## src/fsk_pkg.sv

```systemverilog
// constants and types shared by the flag-skip and lcd serial execution logic
package fsk_pkg;

  // widths
  localparam int ACC_W = 24;
  localparam int PC_W = 16;
  localparam int LEN_W = 3;
  localparam int CNT_W = 2;
  localparam int NBITS_W = 5;

  // skip count operand range
  localparam logic [CNT_W-1:0] SKIP_CNT_MIN = 2'h1;
  localparam logic [CNT_W-1:0] SKIP_CNT_MAX = 2'h3;
  localparam logic [CNT_W-1:0] SKIP_CNT_LAST = 2'h1;

  // flag levels that make a skip taken
  localparam logic SIGN_NEGATIVE = 1'b1;
  localparam logic SIGN_NONNEGATIVE = 1'b0;
  localparam logic OVF_CLEAR = 1'b0;
  localparam logic OVF_SET = 1'b1;

  // instruction byte lengths
  localparam int SKIP_OP_BYTES = 1;
  localparam int LCD_OP_BYTES = 7;

  // serial bit count operand range
  localparam logic [NBITS_W-1:0] NBITS_MIN = 5'h01;
  localparam logic [NBITS_W-1:0] NBITS_MAX = 5'h18;

  // serial clock timing
  localparam int CLK_PERIOD_NS = 100;
  localparam int SPI_HALF_NS = 500;
  localparam int SPI_HALF_CYC_RAW = (SPI_HALF_NS + CLK_PERIOD_NS - 1) / CLK_PERIOD_NS;
  localparam int SPI_HALF_CYC = (SPI_HALF_CYC_RAW < 1) ? 1 : SPI_HALF_CYC_RAW;
  localparam int DIV_W = 8;

  typedef enum logic [2:0] {
    OP_NONE,
    OP_SKIP_IF_NEGATIVE,
    OP_SKIP_IF_NONNEGATIVE,
    OP_SKIP_IF_OVERFLOW_CLEAR,
    OP_SKIP_IF_OVERFLOW_SET,
    OP_LCD_VALUE_TO_SERIAL
  } fsk_op_t;

  typedef struct packed {
    logic valid;
    fsk_op_t op;
    logic [CNT_W-1:0] count;
    logic [NBITS_W-1:0] nbits;
    logic [PC_W-1:0] pc;
  } fsk_req_t;

  typedef struct packed {
    logic sign;
    logic overflow;
  } fsk_flags_t;

endpackage

```

## src/fsk_exec.sv

```systemverilog
// execution unit for the flag-skip instructions and the lcd value serial send
//
// What this block does
// - skip_if_negative skips next count instructions when sign flag is 1.
// - skip_if_nonnegative skips next count instructions when sign flag is 0.
// - skip_if_overflow_clear skips when overflow flag is 0, else none skipped.
// - skip_if_overflow_set skips when overflow flag is 1, else none skipped.
// - taken skip adds byte lengths of next count instructions; count is 1..3.
// - skip costs one own cycle plus one per skipped instruction.
// - lcd_value_to_serial sends accumulator y over the serial port to the lcd.
// - second operand sets how many accumulator bits are shifted out.
// - lcd serial send works only when external lcd mode is configured.
`timescale 1ns/1ps
module fsk_exec import fsk_pkg::*; #(
  parameter int AW = ACC_W,
  parameter int PW = PC_W,
  parameter int HALF = SPI_HALF_CYC
) (
  // clock and reset
  input wire logic i_clk,
  input wire logic i_rst,
  // instruction issue from the sequencer
  input wire fsk_req_t i_req,
  input wire fsk_flags_t i_flags,
  // instruction length lookup at o_fetch_addr
  input wire logic [LEN_W-1:0] i_fetch_len,
  // lcd serial source and configuration
  input wire logic [AW-1:0] i_accu_y,
  input wire logic i_ext_lcd_en,
  // sequencer results
  output logic o_busy,
  output logic o_done,
  output logic o_illegal,
  output logic o_pc_load,
  output logic [PW-1:0] o_pc,
  output logic [PW-1:0] o_fetch_addr,
  // serial port toward the lcd controller
  output logic o_spi_sclk,
  output logic o_spi_mosi,
  output logic o_spi_active
);

  if (PW != PC_W) begin : g_chk_pw
    $error("fsk_exec: PW must match PC_W of the request struct");
  end
  if (AW < 1 || AW > int'(NBITS_MAX)) begin : g_chk_aw
    $error("fsk_exec: AW out of range");
  end

  typedef enum logic [1:0] {
    ST_IDLE,
    ST_SKIP,
    ST_SHIFT
  } fsk_state_t;

  typedef struct packed {
    fsk_state_t state;
    logic busy;
    logic done;
    logic illegal;
    logic pc_load;
    logic [PW-1:0] pc;
    logic [PW-1:0] addr;
    logic [CNT_W-1:0] remain;
    logic spi_start;
    logic [NBITS_W-1:0] spi_nbits;
    logic [AW-1:0] spi_data;
  } fsk_exec_state_t;

  fsk_exec_state_t st_ff;
  fsk_exec_state_t nxt_st;

  logic is_skip;
  logic cond;
  logic count_ok;
  logic nbits_ok;
  logic [PW-1:0] pc_after_skip_op;
  logic [PW-1:0] pc_after_lcd_op;
  logic [PW-1:0] addr_next;
  logic sh_busy;
  logic sh_done;

  // flags are only read here, never written back
  always_comb begin
    is_skip = 1'b0;
    cond = 1'b0;
    case (i_req.op)
      OP_SKIP_IF_NEGATIVE: begin
        is_skip = 1'b1;
        cond = (i_flags.sign == SIGN_NEGATIVE);
      end
      OP_SKIP_IF_NONNEGATIVE: begin
        is_skip = 1'b1;
        cond = (i_flags.sign == SIGN_NONNEGATIVE);
      end
      OP_SKIP_IF_OVERFLOW_CLEAR: begin
        is_skip = 1'b1;
        cond = (i_flags.overflow == OVF_CLEAR);
      end
      OP_SKIP_IF_OVERFLOW_SET: begin
        is_skip = 1'b1;
        cond = (i_flags.overflow == OVF_SET);
      end
      default: begin
        is_skip = 1'b0;
        cond = 1'b0;
      end
    endcase
  end

  assign count_ok = (i_req.count >= SKIP_CNT_MIN) && (i_req.count <= SKIP_CNT_MAX);
  assign nbits_ok = (i_req.nbits >= NBITS_MIN) && (int'(i_req.nbits) <= AW);
  assign pc_after_skip_op = i_req.pc + PW'(SKIP_OP_BYTES);
  assign pc_after_lcd_op = i_req.pc + PW'(LCD_OP_BYTES);
  assign addr_next = st_ff.addr + PW'(i_fetch_len);

  always_comb begin
    nxt_st = st_ff;
    nxt_st.done = 1'b0;
    nxt_st.illegal = 1'b0;
    nxt_st.pc_load = 1'b0;
    nxt_st.spi_start = 1'b0;
    case (st_ff.state)
      ST_IDLE: begin
        // a request while busy is not looked at; the sequencer waits for done
        if (i_req.valid && is_skip) begin
          if (!count_ok) begin
            // bad count: treat as not taken and report it
            nxt_st.illegal = 1'b1;
            nxt_st.pc = pc_after_skip_op;
            nxt_st.pc_load = 1'b1;
            nxt_st.done = 1'b1;
          end else if (cond) begin
            nxt_st.state = ST_SKIP;
            nxt_st.busy = 1'b1;
            nxt_st.addr = pc_after_skip_op;
            nxt_st.remain = i_req.count;
          end else begin
            nxt_st.pc = pc_after_skip_op;
            nxt_st.pc_load = 1'b1;
            nxt_st.done = 1'b1;
          end
        end else if (i_req.valid && i_req.op == OP_LCD_VALUE_TO_SERIAL) begin
          if (!i_ext_lcd_en || !nbits_ok) begin
            nxt_st.illegal = 1'b1;
            nxt_st.pc = pc_after_lcd_op;
            nxt_st.pc_load = 1'b1;
            nxt_st.done = 1'b1;
          end else begin
            nxt_st.state = ST_SHIFT;
            nxt_st.busy = 1'b1;
            nxt_st.pc = pc_after_lcd_op;
            nxt_st.spi_start = 1'b1;
            nxt_st.spi_nbits = i_req.nbits;
            nxt_st.spi_data = i_accu_y;
          end
        end
      end
      ST_SKIP: begin
        // one cycle per passed-over instruction to learn its length
        nxt_st.addr = addr_next;
        nxt_st.remain = st_ff.remain - CNT_W'(1);
        if (st_ff.remain == SKIP_CNT_LAST) begin
          nxt_st.state = ST_IDLE;
          nxt_st.busy = 1'b0;
          nxt_st.pc = addr_next;
          nxt_st.pc_load = 1'b1;
          nxt_st.done = 1'b1;
        end
      end
      ST_SHIFT: begin
        // sequencer stays stalled for the whole frame so accu y is not reused early
        if (sh_done) begin
          nxt_st.state = ST_IDLE;
          nxt_st.busy = 1'b0;
          nxt_st.pc_load = 1'b1;
          nxt_st.done = 1'b1;
        end
      end
      default: begin
        nxt_st.state = ST_IDLE;
        nxt_st.busy = 1'b0;
      end
    endcase
  end

  always_ff @(posedge i_clk) begin
    if (i_rst) begin
      st_ff <= '0;
    end else begin
      st_ff <= nxt_st;
    end
  end

  fsk_serial_shift #(
    .W(AW),
    .HALF(HALF)
  ) u_shift (
    .i_clk(i_clk),
    .i_rst(i_rst),
    .i_start(st_ff.spi_start),
    .i_data(st_ff.spi_data),
    .i_nbits(st_ff.spi_nbits),
    .o_sclk(o_spi_sclk),
    .o_mosi(o_spi_mosi),
    .o_busy(sh_busy),
    .o_done(sh_done)
  );

  assign o_busy = st_ff.busy;
  assign o_done = st_ff.done;
  assign o_illegal = st_ff.illegal;
  assign o_pc_load = st_ff.pc_load;
  assign o_pc = st_ff.pc;
  assign o_fetch_addr = st_ff.addr;
  assign o_spi_active = sh_busy;

endmodule // fsk_exec

```

## src/fsk_serial_shift.sv

```systemverilog
// serial shifter that sends the low bits of an accumulator value msb first
`timescale 1ns/1ps
module fsk_serial_shift import fsk_pkg::*; #(
  parameter int W = ACC_W,
  parameter int HALF = SPI_HALF_CYC
) (
  // clock and reset
  input wire logic i_clk,
  input wire logic i_rst,
  // transfer request
  input wire logic i_start,
  input wire logic [W-1:0] i_data,
  input wire logic [NBITS_W-1:0] i_nbits,
  // serial side
  output logic o_sclk,
  output logic o_mosi,
  output logic o_busy,
  output logic o_done
);

  if (W < 1 || W > (1 << NBITS_W) - 1) begin : g_chk_w
    $error("fsk_serial_shift: W out of range");
  end
  if (HALF < 1 || HALF > (1 << DIV_W)) begin : g_chk_half
    $error("fsk_serial_shift: HALF out of range");
  end

  typedef struct packed {
    logic busy;
    logic done;
    logic sclk;
    logic mosi;
    logic [DIV_W-1:0] div;
    logic [NBITS_W-1:0] left;
    logic [W-1:0] sh;
  } fsk_sh_state_t;

  localparam logic [DIV_W-1:0] DIV_LAST = DIV_W'(HALF - 1);

  fsk_sh_state_t st_ff;
  fsk_sh_state_t nxt_st;
  logic [W-1:0] aligned;

  always_comb begin
    aligned = i_data << (W - int'(i_nbits));
    nxt_st = st_ff;
    nxt_st.done = 1'b0;
    if (!st_ff.busy) begin
      if (i_start) begin
        // left-align so the top of the selected field goes first
        nxt_st.busy = 1'b1;
        nxt_st.sh = aligned;
        nxt_st.mosi = aligned[W-1];
        nxt_st.sclk = 1'b0;
        nxt_st.div = '0;
        nxt_st.left = i_nbits;
      end
    end else if (st_ff.div == DIV_LAST) begin
      nxt_st.div = '0;
      if (!st_ff.sclk) begin
        nxt_st.sclk = 1'b1;
      end else begin
        nxt_st.sclk = 1'b0;
        nxt_st.left = st_ff.left - NBITS_W'(1);
        if (st_ff.left == NBITS_W'(1)) begin
          nxt_st.busy = 1'b0;
          nxt_st.done = 1'b1;
          nxt_st.mosi = 1'b0;
        end else begin
          nxt_st.sh = st_ff.sh << 1;
          nxt_st.mosi = st_ff.sh[W-2];
        end
      end
    end else begin
      nxt_st.div = st_ff.div + DIV_W'(1);
    end
  end

  always_ff @(posedge i_clk) begin
    if (i_rst) begin
      st_ff <= '0;
    end else begin
      st_ff <= nxt_st;
    end
  end

  assign o_sclk = st_ff.sclk;
  assign o_mosi = st_ff.mosi;
  assign o_busy = st_ff.busy;
  assign o_done = st_ff.done;

endmodule // fsk_serial_shift
```

## config.mk

```make
export PLATFORM = sky130hd
export DESIGN_NAME = fsk_exec
export DESIGN_NICKNAME = d
export VERILOG_FILES = /design/src/fsk_pkg.sv /design/src/fsk_exec.sv /design/src/fsk_serial_shift.sv
export SDC_FILE = /design/constraint.sdc
export NUM_CORES = 1
export LEC_CHECK = 0
export BUFFER_PORTS_ARGS = -buffer_cell sky130_fd_sc_hd__buf_2
export CORE_AREA = 2 2 132 134
export DETAILED_ROUTE_END_ITERATION = 8
export DIE_AREA = 0 0 134 136
export GPL_ROUTABILITY_DRIVEN = 0
export PLACE_DENSITY_LB_ADDON = 0.12
export SYNTH_ARGS = -nofsm -noshare
export SYNTH_HDL_FRONTEND = slang
export SYNTH_SLANG_ARGS = --single-unit
```

## constraint.sdc

```tcl
create_clock -name i_clk -period 4.7 [get_ports i_clk]
set_input_delay 1.175 -clock i_clk [delete_from_list [all_inputs] [get_ports i_clk]]
set_output_delay 1.175 -clock i_clk [all_outputs]
set_load 0.005 [all_outputs]
```

Word-level counts from Yosys, hierarchy flattened --
Index checks and enable logic that the tools add are counted.
Cells by class: add/sub/neg operators 7, magnitude comparators 4, equal/unequal tests 23, shift operators 1, mux-type cells 39, bitwise operators 9, reductions and logical operators 21
Operator list (number):
- 39-bit two-way mux | 2
- 34-bit case mux with 2 select lines | 1
- 29-bit two-way mux | 2
- 18-bit two-way mux | 3
- 17-bit two-way mux | 3
- 22-bit two-way mux | 2
- 24-bit by 32-bit << shifter with 24-bit output | 1
- 30-bit two-way mux | 1
- 24-bit two-way mux | 1
- 16-bit by 1-bit adder with 16-bit output, second input constant | 1
- 16-bit by 3-bit adder with 16-bit output | 1
- 16-bit by 3-bit adder with 16-bit output, second input constant | 1
- 4-bit AND reduction | 4
- 2-bit != test, second input constant | 7
- 3-bit two-way mux | 4
- 4-bit two-way mux | 3
- 3-bit != test, second input constant | 4
- 4-bit OR reduction | 3
- 1-bit two-way mux | 10
- 1-bit inverter | 9
- 3-bit case mux with 3 select lines | 1
- 8-bit by 1-bit adder with 8-bit output, second input constant | 1
- 8-bit by 3-bit == test with 1-bit output, second input constant | 1
- 8-bit two-way mux | 1
- other kinds (27) | 37
Storage, ports and cells: register bits 110, output and inout bits 39, word-level logic and storage cells 122

Longest topological paths before layout --
depth after elaboration 8, mapped depth 12, depth with buffers taken out 8

Hierarchy --
From an unflattened synthesis, not the netlist that was laid out.
Second synthesis, totals: cell total of the unflattened synthesis 957, area, all modules 7847.5 um2
By module, submodules not included:
- fsk_exec | instances 1, cells each 543, area an instance 4361.7 um2
- fsk_serial_shift | instances 1, cells each 414, area an instance 3485.8 um2

Worst setup path after synthesis --
Ideal clock, no wire load.
path kind input-to-reg, start input i_fetch_len[1], end register st_ff (netlist bit o_pc[15]), setup time 0.092 ns, arrival time 2.812 ns, path slack 1.796 ns, cell stages on the path 7, path buffers 0, cells stage by stage ha_1 -> a211oi_1 -> nor4b_2 -> and3_1 -> xor2_1 -> a21oi_1 -> o32ai_1
Between the ends: longest elaborated chain between the ends 3
Ends and longest elaborated chain:
- start, declared | RTL line fsk_exec.sv:26 | input wire logic [LEN_W-1:0] i_fetch_len,
- 16-bit by 3-bit adder with 16-bit output | RTL line fsk_exec.sv:115 | assign addr_next = st_ff.addr + PW'(i_fetch_len);
- 17-bit two-way mux | RTL line fsk_exec.sv:163 | if (st_ff.remain == SKIP_CNT_LAST) begin
- 34-bit case mux with 2 select lines | RTL line fsk_exec.sv:123 | case (st_ff.state)
- end signal, assigned | RTL line fsk_exec.sv:191 | st_ff <= nxt_st;
- end, declared | RTL line fsk_exec.sv:70 | fsk_exec_state_t st_ff;
Every way passes these cells. The select of a mux whose other input is x is not followed. A chain may end at the register's enable or synchronous reset.

Worst setup path in the final report --
start register st_ff[25] in the netlist's numbering, end register u_shift.st_ff[10] in the netlist's numbering
Between the ends: longest elaborated chain between the ends 4
Ends and longest elaborated chain:
- 5-bit by 5-bit subtractor with 6-bit output | RTL line fsk_serial_shift.sv:45 | aligned = i_data << (W - int'(i_nbits));
- 24-bit by 32-bit << shifter with 24-bit output | RTL line fsk_serial_shift.sv:45
- 39-bit two-way mux | RTL line fsk_serial_shift.sv:49 | if (i_start) begin
- 39-bit two-way mux | RTL line fsk_serial_shift.sv:48 | if (!st_ff.busy) begin
- end signal, assigned | RTL line fsk_serial_shift.sv:83 | st_ff <= nxt_st;
- end, declared | RTL line fsk_serial_shift.sv:40 | fsk_sh_state_t st_ff;
Every way passes these cells. The select of a mux whose other input is x is not followed.

==> flow_summary.ini <==
[pwr]
p_leak_nw = 3.00
vdd_drop_max_v = 0.000202
finalPower_w = 0.00215
power_density_nw_per_um2 = 251

[sta]
rsz0062_at_grt = false
setup_viol_count_final = 0
tns_ps = 0
relSlewSlack_pct = 22.7
fin_crit_sh_pct = 72.6
clock.fmax_mhz = 293
slew_viol_final = 0
skew_ps = 13.0
finalCriticalPeriod_ps = 3410
hold_violations = 0
worstMarginPinSlew_ps = 1160

[routing]
wl_met1_um = 9960
viasPerCell = 6.05
dr.pass1.iters = 5
via_count = 7612
wl_met3_um = 1390
ant_nets = 0
drc_errors = 0
routedWlPerCell_um = 18.1
drt_iter0_drc = 668
top_layer = met4
wl_met2_um = 10700
totalWireLength_um = 22700

[floorplan]
num_io_pins = 98
rows = 48
coreArea_um2 = 16900
dieArea_um2 = 18200
initial_utilization_pct = 47.1
die_h_um = 136
dieWidth_um = 134

[grt]
grt_pass1_wl_um = 37200
grt_overflow = 0
grt_usage_pct = 25.3
antenna_found_initial = 0
grt_pass1_vias = 7086
grt_max_degree = 76

[placed_design]
io_buffers = 97
hpwl_um = 16300

[synth]
synth_cell_types = 105
netlist_area_um2 = 7950
synth_area_per_cell_um2 = 7.85
netlist_top_cells_area = dfxtp_1 (27%), nand2_1 (7.3%), a21oi_1 (5.7%)
netlist.area_leader.share_pct = 27.5
synth-compound-area-share_pct = 25.2
synth_common_cells = nand2_1 (155), dfxtp_1 (109), a21oi_1 (91), nor2_1 (87), buf_4 (38)
synth-xor-area-share_pct = 4.05
synthSimpleGateAreaFrac_pct = 25.4
synth-seq-area-share_pct = 27.5
synth_warnings = 0
synth_fa_ha_area_share_pct = 1.98
synth-edff-count = 0
synth_nets = 1083
synth-seq-cells = 109
synth_mux_area_share_pct = 7.60
syn_inst = 1012
yosys.cell_count.top_type = nand2_1
async_reset_ff_share_pct = 0
synth_ff_type = dfxtp_1
synth_area_leader_cell = dfxtp_1
synth_top_family_by_area = simple AND/OR/NAND/NOR gates

[layout]
regArea_um2 = 2180
multi_input_area_um2 = 5110
diodes = 0
fin_util_pct = 50.6
layout-drive-gt1-share_pct = 18.5
fill_cells = 1705
area_delta_synth_final_pct = 7.54
nets = 1099

[worst_setup_path]
worstSetupEndpointType = flip-flop
cpPeakStageDelay_ps = 1070
crit_path_cell_trace = inv_1 > ha_1 > mux2i_1 > o22ai_1 > mux2i_1 > o41ai_1 > a21oi_1 > nor4_1
critPathSlowestCell = ha_1
start_kind = flip-flop
crit_start = st_ff[25]$_SDFFE_PP0P_
crit_type = reg2reg
cp.arrival_ps = 3680
worstPathRequired_ps = 4970
reg2reg_from = st_ff[25]$_SDFFE_PP0P_
critPathTopFamily = adder cells
crit_fanout = 29
crit_path_frequent_cell = mux2i_1
critPathBufInv = 1

[clock_tree]
cts_tree = yes
clock_latency_ps = 360
cts_buffer_depth = 2
post-cts-setup-buffer-count = 0
cts_sinks = 109
cts_hold_buf = 0
htreeDepth = 3
clockRootBuffer = clkbuf_16
numCtsBuffers = 9
cts_resized = 0
clk_pin_slew_ps = 70

[min_path]
hold_path.class = reg2reg
min-delay-start = st_ff[23]$_SDFFE_PP0P_

[flow_run]
cap_violations = 0

[outcome]
status = finished clean
==> placed cells by master, fill, tap and decap left out, types with 19 or more instances in the layout <==
| cell | count |
|---|---|
| nand2_1 | 155 |
| dfxtp_1 | 108 |
| buf_2 | 96 |
| a21oi_1 | 91 |
| nor2_1 | 87 |
| nand3_1 | 37 |
| o21ai_0 | 37 |
| nor3_1 | 33 |
| mux2i_1 | 21 |
| inv_1 | 19 |
==> worst reg2reg max path, delay by kind of cell, from the launching register on <==
kind | cells | cell delay [ps]
adder cells (fa/ha/maj) | 1 | 1070
multiplexers | 2 | 350
buffers and inverters | 1 | 90
flip-flops | 1 | 630
AND/OR/NAND/NOR | 1 | 270
AO/OA/AOI/OAI | 3 | 920
==> sequential cells by signal, indices dropped and copies added (netlist names), 16 cells and up <==
name           cells
o_pc              16
u_shift.st_ff     36
o_fetch_addr      16
st_ff             34
==> cells by family after synthesis <==
group | count (synthesis)
fa+ha+maj | 12
xor+xnor | 35
mux | 40
flops | 109
buf+inv | 123
compound gates | 283
simple gates | 410
==> area by class of cell <==
class / count / area share, %
clock buffers: 13 / 3.04
clock inverters: 3 / 0.791
inverters: 20 / 0.878
multi-input cells: 780 / 59.8
flip-flops and latches: 109 / 25.5
well taps: 225 / 3.29
repair buffers: 108 / 6.68
==> power by group <==
part,internal (W),switching [W]
combinational,0.000123,0.000188
clock,0.000498,0.000361
sequential,0.000951,0.0000294
==> final timing paths <==
path	end	slack, ps	cells past startpoint
setup / recovery	u_shift.st_ff[10]$_SDFFE_PP0P_	1290	8
hold / removal	st_ff[23]$_SDFFE_PP0P_	470	2
setup reg to reg	u_shift.st_ff[10]$_SDFFE_PP0P_	1290	8
hold reg to reg	st_ff[23]$_SDFFE_PP0P_	470	2
==> stage by stage <==
step	worst slack, ps	hold WS (ps)	instance area (um2)	std cells
after floorplan	1800	433	7950	1012
after global placement	1170	463	8220	1242
after detailed placement	1150	469	8220	1242
after CTS	1300	480	8550	1258
after global routing	927	495	8550	1258
final	1290	474	8550	1258
==> layer usage <==
metal	up-vias	global-route usage [%]
li1	3712	-
met1	3548	33.1
met2	293	41.9
met3	59	3.69
met4	0	10.8
met5	-	0
(Power assumes the default switching activity.)
